**config.mk**
```make
export PLATFORM = sky130hd
export DESIGN_NAME = fsi_dev_flat
export DESIGN_NICKNAME = d
export VERILOG_FILES = /design/src/fsi_pkg.sv /design/src/fsi_link_if.sv /design/src/fsi_dev.sv /design/src/fsi_fifo.sv /design/src/flat_wrapper.sv
export VERILOG_INCLUDE_DIRS = /design/src /design/src/src
export SDC_FILE = /design/constraint.sdc
export NUM_CORES = 2
export LEC_CHECK = 0
export ABC_CLOCK_PERIOD_IN_PS = 7600
export BUFFER_PORTS_ARGS = -buffer_cell sky130_fd_sc_hd__clkbuf_2
export CAP_MARGIN = 10
export CORE_AREA = 2 2 351 353
export CTS_BUF_LIST = sky130_fd_sc_hd__clkbuf_8
export CTS_CLUSTER_SIZE = 30
export DETAILED_ROUTE_END_ITERATION = 12
export DIE_AREA = 0 0 353 355
export PLACE_DENSITY = 0.64
export SYNTH_ARGS = -nofsm -noshare
export SYNTH_HDL_FRONTEND = slang
export SYNTH_HIERARCHICAL = 1
export SYNTH_SLANG_ARGS = --single-unit
```
**constraint.sdc**
```tcl
create_clock -name MCLK_I -period 7.6 [get_ports MCLK_I]
set_clock_uncertainty 0.05 [all_clocks]
set_input_delay 0.38 -clock MCLK_I [delete_from_list [all_inputs] [get_ports MCLK_I]]
set_output_delay 0.38 -clock MCLK_I [all_outputs]
set_load 0.01 [all_outputs]
```
**src/fsi_map.svh**
```systemverilog
// fsi_map.svh: timing, width and reset constants of the fieldbus state and lamp block
// assumes: included by its bare name from every file that needs a constant
// Notes on behaviour
// [RULE1] run lamp dark in Init, lit in Op
// [RULE2] run lamp blinks in PreOp, single-flashes in SafeOp
// [RULE3] error lamp dark without an error
// [RULE4] refused state change blinks the error lamp
// [RULE5] port lamp dark without link
// [RULE6] port lamp flickers while frames pass
// [RULE7] port lamp steady with idle link
// [RULE8] Init refuses mailbox and process data
// [RULE9] master sets mailbox, address, clock, then requests PreOp; here only cfg_mbx precedes PreOp, cfg_dc is set before SafeOp
// [RULE10] device checks mailbox setup before PreOp
// [RULE11] PreOp serves mailbox, refuses process data
// [RULE12] master sets process data channels, then requests SafeOp
// [RULE13] device checks process data and clock setup
// [RULE14] SafeOp sends inputs, ignores outputs
// [RULE15] master sends outputs before requesting Op
// [RULE16] Op exchanges inputs and outputs
// [RULE17] device state follows master requests
// [RULE18] process data exchanged once per cycle
// [RULE19] alarm sends emergency message with code
// [RULE20] application cycle aligned to Sync0
// [RULE21] only cycle-time subentry is writable
// [RULE22] failed check keeps state, flags error
`ifndef FSI_MAP_SVH
`define FSI_MAP_SVH
`define FSI_CLK_KHZ    20000
`define FSI_BLINK_MS   200
`define FSI_DARK_MS    1000
`define FSI_FLICK_MS   50
`define FSI_SYNC_US    1000
`define FSI_FIFO_DEPTH 32
`define FSI_MBX_W      24
`define FSI_PD_W       16
`define FSI_SUB_POS    16
`define FSI_SUB_CYCLE  8'h03
`define FSI_CYC_RST    16'h4e20
`define FSI_CFG_MBX    0
`define FSI_CFG_PD     1
`define FSI_CFG_DC     2
`endif

```
**src/fsi_pkg.sv**
```systemverilog
// fsi_pkg.sv: types and shared helpers of the fieldbus state and lamp block
// assumes: compiled before every other file of the block
package fsi_pkg;
	typedef enum logic [1:0] {AL_INIT, AL_PREOP, AL_SAFEOP, AL_OP} fsi_al_e;
	typedef enum logic [1:0] {MS_IDLE, MS_CONFIG, MS_REQ, MS_WAIT} fsi_mst_e;
	typedef logic [24:0] fsi_tim_t;

	// true on the last cycle of a period of lim cycles
	function automatic logic tim_end(input fsi_tim_t cnt, input fsi_tim_t lim);
		tim_end = (cnt >= fsi_tim_t'(lim - 1'b1));
	endfunction
endpackage

```
**src/fsi_link_if.sv**
```systemverilog
// fsi_link_if.sv: link between the drive end and the master end
// assumes: both ends run on the same clock, all signals change on its rising edge
`include "fsi_map.svh"
`timescale 1ns/10ps
`default_nettype none
interface fsi_link_if (input wire logic mclk);
	fsi_pkg::fsi_al_e             al_req_state;
	logic                         al_req_valid;
	fsi_pkg::fsi_al_e             al_state;
	logic                         al_ack;
	logic                         al_err;
	logic                         cfg_mbx;
	logic                         cfg_pd;
	logic                         cfg_dc;
	logic                         mbx_valid;
	logic [`FSI_MBX_W-1:0]        mbx_data;
	logic                         mbx_ready;
	logic                         tx_valid;
	logic                         tx_emcy;
	logic                         tx_abort;
	logic [`FSI_PD_W-1:0]         tx_data;
	logic                         sync0;
	logic                         pd_out_valid;
	logic [`FSI_PD_W-1:0]         pd_out_data;
	logic                         pd_in_valid;
	logic [`FSI_PD_W-1:0]         pd_in_data;

	modport dev (input al_req_state, al_req_valid, cfg_mbx, cfg_pd, cfg_dc, mbx_valid, mbx_data,
		sync0, pd_out_valid, pd_out_data,
		output al_state, al_ack, al_err, mbx_ready, tx_valid, tx_emcy, tx_abort, tx_data,
		pd_in_valid, pd_in_data);
	modport mst (output al_req_state, al_req_valid, cfg_mbx, cfg_pd, cfg_dc, mbx_valid, mbx_data,
		sync0, pd_out_valid, pd_out_data,
		input al_state, al_ack, al_err, mbx_ready, tx_valid, tx_emcy, tx_abort, tx_data,
		pd_in_valid, pd_in_data);
endinterface
`default_nettype wire

```
**src/fsi_dev.sv**
```systemverilog
// fsi_dev.sv: drive end - communication state machine, lamps, mailbox and process data
// assumes: master end on fsi_link_if in the same clock domain; port inputs synchronous
`include "fsi_map.svh"
`timescale 1ns/10ps
`default_nettype none
module fsi_dev #(
	parameter int unsigned BLINK_CYC = `FSI_BLINK_MS * `FSI_CLK_KHZ,
	parameter int unsigned DARK_CYC  = `FSI_DARK_MS * `FSI_CLK_KHZ,
	parameter int unsigned FLICK_CYC = `FSI_FLICK_MS * `FSI_CLK_KHZ
) (
	// clock, reset, enable
	input  wire logic                   MCLK_I,
	input  wire logic                   NRST_I,
	input  wire logic                   CE_I,
	// link to the master
	fsi_link_if.dev                     lnk,
	// network ports: bit 0 network_in_port, bit 1 network_out_port
	input  wire logic [1:0]             PORT_LINK_I,
	input  wire logic [1:0]             PORT_ACT_I,
	// application side
	input  wire logic                   DC_MODE_I,
	input  wire logic                   ALARM_I,
	input  wire logic [`FSI_PD_W-1:0]   ALARM_CODE_I,
	input  wire logic [`FSI_PD_W-1:0]   PD_IN_DATA_I,
	output logic                        PD_OUT_VALID_O,
	output logic [`FSI_PD_W-1:0]        PD_OUT_DATA_O,
	output logic                        APP_TICK_O,
	output fsi_pkg::fsi_al_e            AL_STATE_O,
	output logic [`FSI_PD_W-1:0]        CYCLE_TIME_O,
	// lamps
	output logic                        RUN_LAMP_O,
	output logic                        ERR_LAMP_O,
	output logic [1:0]                  PORT_LINK_ACTIVITY_LAMP_O
);
	localparam int unsigned LW = $clog2(`FSI_FIFO_DEPTH) + 1;
	typedef struct packed {
		fsi_pkg::fsi_al_e              al;
		logic                          ack;
		logic                          err;
		logic                          blink;
		fsi_pkg::fsi_tim_t             blink_cnt;
		fsi_pkg::fsi_tim_t             flash_cnt;
		logic                          flick;
		fsi_pkg::fsi_tim_t             flick_cnt;
		logic [1:0][24:0]              act_hold;
		logic                          run_lamp;
		logic                          err_lamp;
		logic [1:0]                    port_lamp;
		logic [`FSI_PD_W-1:0]          cyc_time;
		logic [`FSI_PD_W-1:0]          app_cnt;
		logic                          app_tick;
		logic                          out_seen;
		logic                          pdo_valid;
		logic [`FSI_PD_W-1:0]          pdo_data;
		logic                          pdi_valid;
		logic [`FSI_PD_W-1:0]          pdi_data;
		logic                          tx_valid;
		logic                          tx_emcy;
		logic                          tx_abort;
		logic [`FSI_PD_W-1:0]          tx_data;
		logic                          emcy_pend;
		logic [`FSI_PD_W-1:0]          emcy_code;
		logic                          mbx_ready;
	} fsi_dev_s;

	fsi_dev_s                  r_reg;
	fsi_dev_s                  r_next;
	logic                      fifo_in_ready;
	logic                      fifo_out_valid;
	logic                      fifo_out_ready;
	logic [`FSI_MBX_W-1:0]     fifo_out_data;
	logic [LW-1:0]             fifo_level;
	logic                      emcy_go;

	// an emergency owns the answer slot, so the mailbox queue stalls behind it
	assign emcy_go        = r_reg.emcy_pend && (r_reg.al != fsi_pkg::AL_INIT);
	assign fifo_out_ready = !emcy_go;

	// mailbox requests queue here; mbx_ready already accounts for its level
	fsi_fifo #(
		.WIDTH (`FSI_MBX_W),
		.DEPTH (`FSI_FIFO_DEPTH)
	) u_mbx_fifo (
		.clk_i       (MCLK_I),
		.rst_n_i     (NRST_I),
		.ce_i        (CE_I),
		.in_valid_i  (lnk.mbx_valid && r_reg.mbx_ready),
		.in_ready_o  (fifo_in_ready),
		.in_data_i   (lnk.mbx_data),
		.out_valid_o (fifo_out_valid),
		.out_ready_i (fifo_out_ready),
		.out_data_o  (fifo_out_data),
		.level_o     (fifo_level)
	);

	// next-state logic for the whole end
	always_comb begin
		logic          ok;
		logic          push;
		logic          pop;
		logic [LW-1:0] lvl;
		r_next           = r_reg;
		ok               = 1'b0;
		push             = lnk.mbx_valid && r_reg.mbx_ready && fifo_in_ready;
		pop              = fifo_out_valid && fifo_out_ready;
		lvl              = fifo_level;
		r_next.ack       = 1'b0;
		r_next.app_tick  = 1'b0;
		r_next.pdo_valid = 1'b0;
		r_next.pdi_valid = 1'b0;
		r_next.tx_valid  = 1'b0;
		r_next.tx_emcy   = 1'b0;
		r_next.tx_abort  = 1'b0;

		// state requests from the master
		if (lnk.al_req_valid) begin
			r_next.ack = 1'b1; // RULE17
			case (lnk.al_req_state)
				fsi_pkg::AL_INIT: ok = 1'b1;
				fsi_pkg::AL_PREOP: ok = (r_reg.al != fsi_pkg::AL_INIT) || lnk.cfg_mbx; // RULE10
				fsi_pkg::AL_SAFEOP: ok = (r_reg.al == fsi_pkg::AL_OP)
					|| (r_reg.al == fsi_pkg::AL_SAFEOP)
					|| ((r_reg.al == fsi_pkg::AL_PREOP) && lnk.cfg_pd
					&& (!DC_MODE_I || lnk.cfg_dc)); // RULE13
				fsi_pkg::AL_OP: ok = (r_reg.al == fsi_pkg::AL_OP)
					|| ((r_reg.al == fsi_pkg::AL_SAFEOP) && r_reg.out_seen);
				default: ok = 1'b0;
			endcase
			if (ok) begin
				r_next.al  = lnk.al_req_state;
				r_next.err = 1'b0;
			end else begin
				r_next.err = 1'b1; // RULE22
			end
		end

		// application cycle: follows Sync0 in clock mode, else free-runs on the cycle time
		if (DC_MODE_I ? lnk.sync0 : ({1'b0, r_reg.app_cnt} + 17'h00001 >= {1'b0, r_reg.cyc_time})) begin
			r_next.app_tick = 1'b1; // RULE20
			r_next.app_cnt  = '0;
		end else begin
			r_next.app_cnt = r_reg.app_cnt + 1'b1;
		end

		// inputs go out once per cycle in SafeOp and Op only
		if (r_reg.app_tick && (r_reg.al == fsi_pkg::AL_SAFEOP || r_reg.al == fsi_pkg::AL_OP)) begin
			r_next.pdi_valid = 1'b1; // RULE14 RULE16 RULE18
			r_next.pdi_data  = PD_IN_DATA_I;
		end

		// outputs are applied only in Op; SafeOp just notes that valid ones arrived
		if (lnk.pd_out_valid) begin
			if (r_reg.al == fsi_pkg::AL_OP) begin
				r_next.pdo_valid = 1'b1; // RULE16
				r_next.pdo_data  = lnk.pd_out_data;
			end
			if (r_reg.al == fsi_pkg::AL_SAFEOP) begin
				r_next.out_seen = 1'b1; // RULE14
			end
		end
		if (r_next.al == fsi_pkg::AL_INIT || r_next.al == fsi_pkg::AL_PREOP) begin
			r_next.out_seen = 1'b0; // RULE11
		end

		// mailbox answers; emergencies first, queued entries discarded in Init
		if (emcy_go) begin
			r_next.tx_valid  = 1'b1; // RULE19
			r_next.tx_emcy   = 1'b1;
			r_next.tx_data   = r_reg.emcy_code;
			r_next.emcy_pend = 1'b0;
		end else if (pop && r_reg.al != fsi_pkg::AL_INIT) begin
			r_next.tx_valid = 1'b1;
			if (fifo_out_data[`FSI_MBX_W-1:`FSI_SUB_POS] == `FSI_SUB_CYCLE) begin
				r_next.cyc_time = fifo_out_data[`FSI_PD_W-1:0]; // RULE21
				r_next.tx_data  = fifo_out_data[`FSI_PD_W-1:0];
			end else begin
				r_next.tx_abort = 1'b1; // RULE21
				r_next.tx_data  = {8'h00, fifo_out_data[`FSI_MBX_W-1:`FSI_SUB_POS]};
			end
		end
		// a new alarm wins over the send that clears the previous one
		if (ALARM_I) begin
			r_next.emcy_pend = 1'b1; // RULE19
			r_next.emcy_code = ALARM_CODE_I;
		end

		// mailbox accepts only outside Init and while the queue has room
		if (push && !pop) begin
			lvl = fifo_level + 1'b1;
		end else if (pop && !push) begin
			lvl = fifo_level - 1'b1;
		end
		r_next.mbx_ready = (r_next.al != fsi_pkg::AL_INIT)
			&& (lvl < LW'(`FSI_FIFO_DEPTH)); // RULE8 RULE11

		// shared 0.2 s blink phase for run and error lamps
		if (fsi_pkg::tim_end(r_reg.blink_cnt, fsi_pkg::fsi_tim_t'(BLINK_CYC))) begin
			r_next.blink_cnt = '0;
			r_next.blink     = !r_reg.blink;
		end else begin
			r_next.blink_cnt = r_reg.blink_cnt + 1'b1;
		end
		// single flash restarts on entry to SafeOp so it opens with a lit phase
		if (r_reg.al != fsi_pkg::AL_SAFEOP
			|| fsi_pkg::tim_end(r_reg.flash_cnt, fsi_pkg::fsi_tim_t'(BLINK_CYC + DARK_CYC))) begin
			r_next.flash_cnt = '0;
		end else begin
			r_next.flash_cnt = r_reg.flash_cnt + 1'b1;
		end
		case (r_reg.al)
			fsi_pkg::AL_INIT: r_next.run_lamp = 1'b0; // RULE1
			fsi_pkg::AL_PREOP: r_next.run_lamp = r_reg.blink; // RULE2
			fsi_pkg::AL_SAFEOP: r_next.run_lamp = (r_reg.flash_cnt < fsi_pkg::fsi_tim_t'(BLINK_CYC)); // RULE2
			fsi_pkg::AL_OP: r_next.run_lamp = 1'b1; // RULE1
			default: r_next.run_lamp = 1'b0;
		endcase
		r_next.err_lamp = r_reg.err && r_reg.blink; // RULE3 RULE4

		// port lamps: activity stretched so short frames still show a flicker
		if (fsi_pkg::tim_end(r_reg.flick_cnt, fsi_pkg::fsi_tim_t'(FLICK_CYC))) begin
			r_next.flick_cnt = '0;
			r_next.flick     = !r_reg.flick;
		end else begin
			r_next.flick_cnt = r_reg.flick_cnt + 1'b1;
		end
		for (int p = 0; p < 2; p++) begin
			if (PORT_ACT_I[p]) begin
				r_next.act_hold[p] = fsi_pkg::fsi_tim_t'(2 * FLICK_CYC);
			end else if (r_reg.act_hold[p] != '0) begin
				r_next.act_hold[p] = r_reg.act_hold[p] - 1'b1;
			end
			if (!PORT_LINK_I[p]) begin
				r_next.port_lamp[p] = 1'b0; // RULE5
			end else if (r_reg.act_hold[p] != '0) begin
				r_next.port_lamp[p] = r_reg.flick; // RULE6
			end else begin
				r_next.port_lamp[p] = 1'b1; // RULE7
			end
		end
	end

	// state register, frozen while CE_I is low
	always_ff @(posedge MCLK_I or negedge NRST_I) begin
		if (!NRST_I) begin
			r_reg          <= '0;
			r_reg.cyc_time <= `FSI_CYC_RST;
		end else if (CE_I) begin
			r_reg <= r_next;
		end
	end

	// link outputs
	assign lnk.al_state    = r_reg.al;
	assign lnk.al_ack      = r_reg.ack;
	assign lnk.al_err      = r_reg.err;
	assign lnk.mbx_ready   = r_reg.mbx_ready;
	assign lnk.tx_valid    = r_reg.tx_valid;
	assign lnk.tx_emcy     = r_reg.tx_emcy;
	assign lnk.tx_abort    = r_reg.tx_abort;
	assign lnk.tx_data     = r_reg.tx_data;
	assign lnk.pd_in_valid = r_reg.pdi_valid;
	assign lnk.pd_in_data  = r_reg.pdi_data;

	// user-side outputs
	assign PD_OUT_VALID_O            = r_reg.pdo_valid;
	assign PD_OUT_DATA_O             = r_reg.pdo_data;
	assign APP_TICK_O                = r_reg.app_tick;
	assign AL_STATE_O                = r_reg.al;
	assign CYCLE_TIME_O              = r_reg.cyc_time;
	assign RUN_LAMP_O                = r_reg.run_lamp;
	assign ERR_LAMP_O                = r_reg.err_lamp;
	assign PORT_LINK_ACTIVITY_LAMP_O = r_reg.port_lamp;
endmodule
`default_nettype wire

```
**src/fsi_fifo.sv**
```systemverilog
// fsi_fifo.sv: flip-flop FIFO with valid/ready on both sides
// assumes: DEPTH is a power of two; one clock, asynchronous active-low reset
`timescale 1ns/10ps
`default_nettype none
module fsi_fifo #(
	parameter int unsigned WIDTH = 24,
	parameter int unsigned DEPTH = 32
) (
	// clock and control
	input  wire logic                     clk_i,
	input  wire logic                     rst_n_i,
	input  wire logic                     ce_i,
	// filling side
	input  wire logic                     in_valid_i,
	output logic                          in_ready_o,
	input  wire logic [WIDTH-1:0]         in_data_i,
	// draining side
	output logic                          out_valid_o,
	input  wire logic                     out_ready_i,
	output logic [WIDTH-1:0]              out_data_o,
	output logic [$clog2(DEPTH):0]        level_o
);
	localparam int unsigned AW = $clog2(DEPTH);
	typedef struct packed {
		logic [DEPTH-1:0][WIDTH-1:0] mem;
		logic [AW-1:0]               wp;
		logic [AW-1:0]               rp;
		logic [AW:0]                 cnt;
	} fsi_fifo_s;
	fsi_fifo_s r_reg;
	fsi_fifo_s r_next;
	logic      push;
	logic      pop;

	// flags come from the count flop, so full and empty are exact
	assign in_ready_o  = (r_reg.cnt != (AW+1)'(DEPTH));
	assign out_valid_o = (r_reg.cnt != '0);
	assign out_data_o  = r_reg.mem[r_reg.rp];
	assign level_o     = r_reg.cnt;

	// pointer and count update
	always_comb begin
		push   = in_valid_i && in_ready_o;
		pop    = out_valid_o && out_ready_i;
		r_next = r_reg;
		if (push) begin
			r_next.mem[r_reg.wp] = in_data_i;
			r_next.wp            = r_reg.wp + 1'b1;
		end
		if (pop) begin
			r_next.rp = r_reg.rp + 1'b1;
		end
		if (push && !pop) begin
			r_next.cnt = r_reg.cnt + 1'b1;
		end else if (pop && !push) begin
			r_next.cnt = r_reg.cnt - 1'b1;
		end
	end

	// state register, frozen while ce_i is low
	always_ff @(posedge clk_i or negedge rst_n_i) begin
		if (!rst_n_i) begin
			r_reg <= '0;
		end else if (ce_i) begin
			r_reg <= r_next;
		end
	end
endmodule
`default_nettype wire

```
**src/flat_wrapper.sv**
```systemverilog
// flat-port wrapper written by rule: the top's interface ports become plain ports
module fsi_dev_flat 
#(
	parameter int unsigned BLINK_CYC = `FSI_BLINK_MS * `FSI_CLK_KHZ,
	parameter int unsigned DARK_CYC  = `FSI_DARK_MS * `FSI_CLK_KHZ,
	parameter int unsigned FLICK_CYC = `FSI_FLICK_MS * `FSI_CLK_KHZ
)
  (MCLK_I, NRST_I, CE_I, PORT_LINK_I, PORT_ACT_I, DC_MODE_I, ALARM_I, ALARM_CODE_I, PD_IN_DATA_I, PD_OUT_VALID_O, PD_OUT_DATA_O, APP_TICK_O, AL_STATE_O, CYCLE_TIME_O, RUN_LAMP_O, ERR_LAMP_O, PORT_LINK_ACTIVITY_LAMP_O, mclk, lnk_al_req_state, lnk_al_req_valid, lnk_cfg_mbx, lnk_cfg_pd, lnk_cfg_dc, lnk_mbx_valid, lnk_mbx_data, lnk_sync0, lnk_pd_out_valid, lnk_pd_out_data, lnk_al_state, lnk_al_ack, lnk_al_err, lnk_mbx_ready, lnk_tx_valid, lnk_tx_emcy, lnk_tx_abort, lnk_tx_data, lnk_pd_in_valid, lnk_pd_in_data);
  fsi_link_if lnk_i (.mclk(mclk));
  input  wire logic MCLK_I;
  input  wire logic NRST_I;
  input  wire logic CE_I;
  input  wire logic [1:0] PORT_LINK_I;
  input  wire logic [1:0] PORT_ACT_I;
  input  wire logic DC_MODE_I;
  input  wire logic ALARM_I;
  input  wire logic [`FSI_PD_W-1:0] ALARM_CODE_I;
  input  wire logic [`FSI_PD_W-1:0] PD_IN_DATA_I;
  output logic PD_OUT_VALID_O;
  output logic [`FSI_PD_W-1:0] PD_OUT_DATA_O;
  output logic APP_TICK_O;
  output fsi_pkg::fsi_al_e AL_STATE_O;
  output logic [`FSI_PD_W-1:0] CYCLE_TIME_O;
  output logic RUN_LAMP_O;
  output logic ERR_LAMP_O;
  output logic [1:0] PORT_LINK_ACTIVITY_LAMP_O;
  input wire logic mclk;
  input wire logic [$bits(lnk_i.al_req_state)-1:0] lnk_al_req_state;
  input wire logic [$bits(lnk_i.al_req_valid)-1:0] lnk_al_req_valid;
  input wire logic [$bits(lnk_i.cfg_mbx)-1:0] lnk_cfg_mbx;
  input wire logic [$bits(lnk_i.cfg_pd)-1:0] lnk_cfg_pd;
  input wire logic [$bits(lnk_i.cfg_dc)-1:0] lnk_cfg_dc;
  input wire logic [$bits(lnk_i.mbx_valid)-1:0] lnk_mbx_valid;
  input wire logic [$bits(lnk_i.mbx_data)-1:0] lnk_mbx_data;
  input wire logic [$bits(lnk_i.sync0)-1:0] lnk_sync0;
  input wire logic [$bits(lnk_i.pd_out_valid)-1:0] lnk_pd_out_valid;
  input wire logic [$bits(lnk_i.pd_out_data)-1:0] lnk_pd_out_data;
  output wire logic [$bits(lnk_i.al_state)-1:0] lnk_al_state;
  output wire logic [$bits(lnk_i.al_ack)-1:0] lnk_al_ack;
  output wire logic [$bits(lnk_i.al_err)-1:0] lnk_al_err;
  output wire logic [$bits(lnk_i.mbx_ready)-1:0] lnk_mbx_ready;
  output wire logic [$bits(lnk_i.tx_valid)-1:0] lnk_tx_valid;
  output wire logic [$bits(lnk_i.tx_emcy)-1:0] lnk_tx_emcy;
  output wire logic [$bits(lnk_i.tx_abort)-1:0] lnk_tx_abort;
  output wire logic [$bits(lnk_i.tx_data)-1:0] lnk_tx_data;
  output wire logic [$bits(lnk_i.pd_in_valid)-1:0] lnk_pd_in_valid;
  output wire logic [$bits(lnk_i.pd_in_data)-1:0] lnk_pd_in_data;
  assign lnk_i.al_req_state = lnk_al_req_state;
  assign lnk_i.al_req_valid = lnk_al_req_valid;
  assign lnk_i.cfg_mbx = lnk_cfg_mbx;
  assign lnk_i.cfg_pd = lnk_cfg_pd;
  assign lnk_i.cfg_dc = lnk_cfg_dc;
  assign lnk_i.mbx_valid = lnk_mbx_valid;
  assign lnk_i.mbx_data = lnk_mbx_data;
  assign lnk_i.sync0 = lnk_sync0;
  assign lnk_i.pd_out_valid = lnk_pd_out_valid;
  assign lnk_i.pd_out_data = lnk_pd_out_data;
  assign lnk_al_state = lnk_i.al_state;
  assign lnk_al_ack = lnk_i.al_ack;
  assign lnk_al_err = lnk_i.al_err;
  assign lnk_mbx_ready = lnk_i.mbx_ready;
  assign lnk_tx_valid = lnk_i.tx_valid;
  assign lnk_tx_emcy = lnk_i.tx_emcy;
  assign lnk_tx_abort = lnk_i.tx_abort;
  assign lnk_tx_data = lnk_i.tx_data;
  assign lnk_pd_in_valid = lnk_i.pd_in_valid;
  assign lnk_pd_in_data = lnk_i.pd_in_data;
  fsi_dev #(.BLINK_CYC(BLINK_CYC), .DARK_CYC(DARK_CYC), .FLICK_CYC(FLICK_CYC)) u_core (.MCLK_I(MCLK_I), .NRST_I(NRST_I), .CE_I(CE_I), .lnk(lnk_i), .PORT_LINK_I(PORT_LINK_I), .PORT_ACT_I(PORT_ACT_I), .DC_MODE_I(DC_MODE_I), .ALARM_I(ALARM_I), .ALARM_CODE_I(ALARM_CODE_I), .PD_IN_DATA_I(PD_IN_DATA_I), .PD_OUT_VALID_O(PD_OUT_VALID_O), .PD_OUT_DATA_O(PD_OUT_DATA_O), .APP_TICK_O(APP_TICK_O), .AL_STATE_O(AL_STATE_O), .CYCLE_TIME_O(CYCLE_TIME_O), .RUN_LAMP_O(RUN_LAMP_O), .ERR_LAMP_O(ERR_LAMP_O), .PORT_LINK_ACTIVITY_LAMP_O(PORT_LINK_ACTIVITY_LAMP_O));
endmodule
```
* Yosys cells after proc, flatten, opt, wreduce, memory -nomap -nowiden
Cells that the tools add are included.
** Word-level totals
- Latch bits :: 0
- Memories :: 0
- RAM bits :: 0
- Memory bits (read-only) :: 0
- Output and inout bits :: 81
- Bits of input ports :: 91
- Word-level logic and storage cells :: 191
- Register bits :: 1024
** Operators by class
- $mul :: 0
- Shifts and indexed selects :: 0
- Bitwise gates (word level) :: 1
- Equality and inequality tests :: 10
- Magnitude comparators :: 9
- Add/subtract/negate cells :: 11
- Reductions and logical operators :: 55
- Divide/modulo/power cells :: 0
- Muxes and demuxes :: 42
** Operators with widths (number)
- $bwmux 768 :: 1
- $mux 25 :: 7
- $bmux 24 s5 :: 1
- $demux 24 s5 :: 1
- $add 25x1->25 const B :: 3
- $mux 17 :: 4
- $reduce_bool 25->1 :: 2
- $sub 25x1->25 const B :: 2
- $mux 16 :: 3
- $mux 24 :: 2
- $ge 25x20->1 const B :: 1
- $ge 25x22->1 const B :: 1
- $ge 25x25->1 const B :: 1
- $lt 25x22->1 const B :: 1
- $reduce_and 2->1 :: 11
- $mux 18 :: 1
- $add 16x1->17 const B :: 1
- $ge 17x16->1 :: 1
- $add 16x1->16 const B :: 1
- $mux 1 :: 16
- $reduce_bool 2->1 :: 8
- $logic_and 1x1->1 :: 14
- $lt 5x6->1 const B :: 2
- $mux 6 :: 2
- 20 further kinds :: 41

* Depth between registers and ports, before layout
- Depth after elaboration :: 12
- Gate-level depth with buffers :: 15

* By module
The synthesis kept the hierarchy.
** Modules (own cells, without submodules)
- fsi_fifo :: seq. area each 19618.8 µm², area an instance 35816.9 µm², times used 1, cells an instance 2326
- fsi_dev :: seq. area each 6012.0 µm², area an instance 12514.5 µm², times used 1, cells an instance 1268

* Worst setup path after synthesis
No wires, ideal clock.
- Path type :: reg-to-reg
- Start :: register u_core/u_mbx_fifo/r_reg[6] (netlist bit)
- End :: register u_core.r_reg (netlist bit u_core/CYCLE_TIME_O[12])
- Arrival :: 3894 ps
- Setup slack :: 3531 ps
- Data required time :: 7425 ps
- Path buffers :: 5
- Cell stages (with the launch flop) :: 16
- Cell sequence :: dfrtp_1 buf_2 buf_2 buf_2 buf_1 mux2i_1 o221ai_1 a211oi_1 a21oi_1 or4_4 nor4_4 inv_4 nor2_8 nand2_8 buf_12 mux2_4
** On the way
- Longest elaborated chain between the ends :: 4
** Ends and longest elaborated chain
- start: declaration :: RTL line fsi_fifo.sv:30 : fsi_fifo_s r_reg;
- start signal: assignment :: RTL line fsi_fifo.sv:65 : r_reg <= r_next;
- $bmux 24 s5 :: RTL line fsi_fifo.sv:38 : assign out_data_o = r_reg.mem[r_reg.rp];
- $mux 24 (implied by the code) :: RTL line fsi_fifo.sv:38
- via u_core.fifo_out_data[20] :: RTL line fsi_dev.sv:71 : logic [`FSI_MBX_W-1:0] fifo_out_data;
- $eq 8x2->1 (no line)
- $reduce_and 4->1 (no line)
- end signal: assignment :: RTL line fsi_dev.sv:248 : r_reg <= r_next;
- end: declaration :: RTL line fsi_dev.sv:66 : fsi_dev_s r_reg;
The timed path passes the listed nets, and every way through them passes these cells. The select of a mux whose other input is x is not followed.
A chain may end at the register's enable or synchronous reset.

* Worst setup path after layout
- Start :: register u_core/u_mbx_fifo/r_reg[7] (netlist bit)
- End :: register u_core.r_reg (netlist bit u_core/CYCLE_TIME_O[6])
The elaborated chain is that of the path after synthesis.

==> impl_metrics.yaml <==
status:
  status: "completed"
placed_design:
  dpl.hpwl_um: 69900
  dp.cells: 5082
  gp_congestion: 0.7919
  portBuffers: 170
clocking:
  cts_tree: "done"
  cts.sinks: 1024
  post_cts_buffers: 0
  numCtsBuffers: 173
  htree_levels: 4
  cts-root-buf: "clkbuf_8"
  worst_skew_pair.late_latency_ns: 0.86
  clk_pin_slew_worst_paths_ns: 0.06
  cts.path.max_buffers: 3
synthesis:
  synth_mux_area_share_pct: 28.84
  synth_commonest_cells: "1019 x dfrtp_1, 784 x mux2_2, 195 x clkbuf_1, 161 x nor2_1, 146 x mux4_2"
  synthCells: 3594
  synth-compound-area-share_pct: 5.232
  synth_top_cell_by_area: "dfrtp_1"
  synthAdderAreaFrac_pct: 0.8957
  synthTopCellsByArea: "dfrtp_1 53%, mux2_2 18%, mux4_2 6.8%, mux2i_1 2.2%, mux2_4 1.6%"
  synthesis.nets: 3719
  seq_area_frac_synth_pct: 53.03
  synth.avg_cell_area_um2: 13.45
  dominantRegCellSynth: "dfrtp_1"
  ys_ff_latch: 1024
  synth_xor_area_share_pct: 1.975
  synth_most_common_cell: "dfrtp_1"
  ys_types: 78
  syn_area_um2: 48330
  synth_top_area_share_pct: 52.76
  synth_top_family_by_area: "multiplexers"
  postSynth.asyncResetShare_pct: 100.0
  synthSimpleGateAreaFrac_pct: 5.897
  yosys_warnings: 6
  synth-edff-count: 0
power_and_ir_drop:
  power_frac_clock_pct: 32.0
  ir_worst_vdd_uv: 329.3
  p_leak_nw: 25.58
  pwr-share-comb_pct: 25.0
  p_per_area_nw_per_um2: 294.9
  switchingPower_mw: 5.209
  p_seq_share_pct: 43.0
  swShare_pct: 32.43
  internal_power_mw: 10.85
grt:
  grt_pass1_vias: 31200
  antenna_found_initial: 4
  grt_remaining_overflow: 0
  grt_use_total_pct: 19.07
  grt_pass1_wl_um: 185700
  grt_max_degree: 175
floorplan:
  core_area_um2: 121400
  io_pins: 172
  die-area_um2: 125300
  start_util_pct: 39.81
  rows: 128
  die_h_um: 355
  die_x_um: 353
timing:
  worst_pin_slew_ns: 1.258
  slew_violations: 0
  fin_crit_sh_pct: 67.19
  finalSetupViolCount: 0
  fin_crit_ns: 5.107
  relSlewSlack_pct: 15.94
  rsz0062_at_grt: "no"
  max_clock_freq_mhz: 195.8
  fin_tns_setup_ns: 0
  hold_viol_final: 0
critical_path:
  crit_required_ns: 8.27
  ff2ff_setup_slack_ns: 2.49
  arrival_ns: 5.78
  reg2reg_from: "u_core/u_mbx_fifo/r_reg[7]"
  critical_path.max_fanout: 44
  start_kind: "flop"
  path_class: "flop to flop"
  r2r_end: "u_core/CYCLE_TIME_O[6]"
  reg2reg_depth: 11
  crit_path_end_kind: "flop"
worst_hold_path:
  hold_path_end: "u_core/r_reg[81]"
  hold_depth: 5
  hp-start: "DC_MODE_I"
  hold_path_class: "input port to flop"
final_layout:
  fillers: 10930
  layout-drive-gt1-share_pct: 39.68
  fin_cells: 5465
  largest_reg_flops: 778
  layout.nets: 3825
  multiInputGateArea_um2: 20920
  area_growth_pct: 12.67
  regArea_um2: 25640
routing:
  route.detailed.drc: 0
  dr.pass1.iters: 5
  routedWlPerCell_um: 21.83
  num_vias: 29830
  vias_per_cell: 5.458
  wl_um: 119300
  drtAntennaViolNets: 0
  first_iter_violations: 2149
flow_run:
  maxCapViolations: 0
[critical path: stages (launching register included)]
cell and delay [ns]:
dfrtp_4 0.88, buf_4 0.54, mux4_2 0.39, a22o_1 0.28
a211oi_1 0.50, a21oi_1 0.23, or4_4 0.47, nor4_4 0.63
inv_4 0.09, nor2_8 0.29, nand2_8 0.18, mux2_4 0.36
[power by group through the flow]
| stage | clock network (mW) | registers [mW] | logic [mW] |
|---|---|---|---|
| final | 5.14 | 6.91 | 4.01 |
| after global routing | 5.54 | 7.02 | 4.31 |
| after CTS | 5.27 | 6.90 | 4.02 |
| after detailed placement | 0 | 7.00 | 3.98 |
| after global placement | 0 | 6.97 | 3.92 |
| after floorplan | 0 | 6.67 | 3.06 |
[cell usage in the layout (no fill, tap or decap), types with 31 or more instances in the layout]
master	count
nand3_1	56
dfrtp_1	1016
mux2_4	50
nand2_1	102
nor2_1	136
and3_1	31
mux4_2	146
nor3_1	59
o21ai_0	73
mux2_2	784
mux2i_1	107
inv_1	103
a22oi_1	34
dlygate4sd3_1	68
a21oi_1	76
xnor2_1	62
clkbuf_2	168
ha_1	33
buf_4	33
a211oi_1	56
clkbuf_8	230
xor2_1	47
[metrics by stage]
stage               total power [mW]  setup WS (ns)  hold WS [ns]  area [um2]  util, %
floorplan                      9.724          3.531       0.03441       48330        -
global placement               10.88          2.544        0.4174       50090    41.26
detailed placement             10.97          2.541        0.4243       50090    41.26
CTS                            16.20          2.516      0.003954       54450    44.85
global route                   16.87          2.290       0.07819       54460    44.86
finish                         16.06          2.493        0.1181       54460    44.86
[final cells by class]
cell class,instances,share of cell area (%)
timing repair buffer,278,3.570
clock inverter,83,0.9512
sequential,1024,47.08
clock buffer,230,5.813
antenna,2,0.009190
inverter,61,0.4251
tap,1625,3.734
multi-input combinational,2162,38.42
[logic make-up after synthesis]
family                   Yosys count
XOR/XNOR                         109
adder cells (fa/ha/maj)           34
flip-flops                      1024
buffers and inverters            408
AO/OA/AOI/OAI                    371
AND/OR/NAND/NOR                  561
multiplexers                    1087
[metal layers]
| metal | GRT usage (%) | share of wire (%) |
|---|---|---|
| met3 | 4.297 | 5.5 |
| met1 | 25.50 | 44 |
| met4 | 6.374 | 2.7 |
| met5 | 0 | 0 |
| met2 | 30.77 | 47 |
[worst max path at each step]
stage	cells after the start	slack, ns	from	endpoint
6_report	11	2.49	u_core/u_mbx_fifo/r_reg[7]	u_core/CYCLE_TIME_O[6]
5_1_grt	10	2.29	u_core/u_mbx_fifo/r_reg[7]	u_core/CYCLE_TIME_O[7]
4_1_cts	10	2.52	u_core/u_mbx_fifo/r_reg[6]	u_core/CYCLE_TIME_O[6]
3_5_place_dp	10	2.54	u_core/u_mbx_fifo/r_reg[6]	u_core/CYCLE_TIME_O[8]
3_3_place_gp	10	2.54	u_core/u_mbx_fifo/r_reg[6]	u_core/CYCLE_TIME_O[8]
2_1_floorplan	15	3.53	u_core/u_mbx_fifo/r_reg[6]	u_core/CYCLE_TIME_O[12]
[repair_timing]
action / 4_1_cts / 5_1_grt
hold endpoints to repair: 188 / 0
hold buffers: 68 / 0
endpoints found under the setup margin: 0 / 0
resized for setup: 0 / 0
Power figures use the tool's default switching activity.
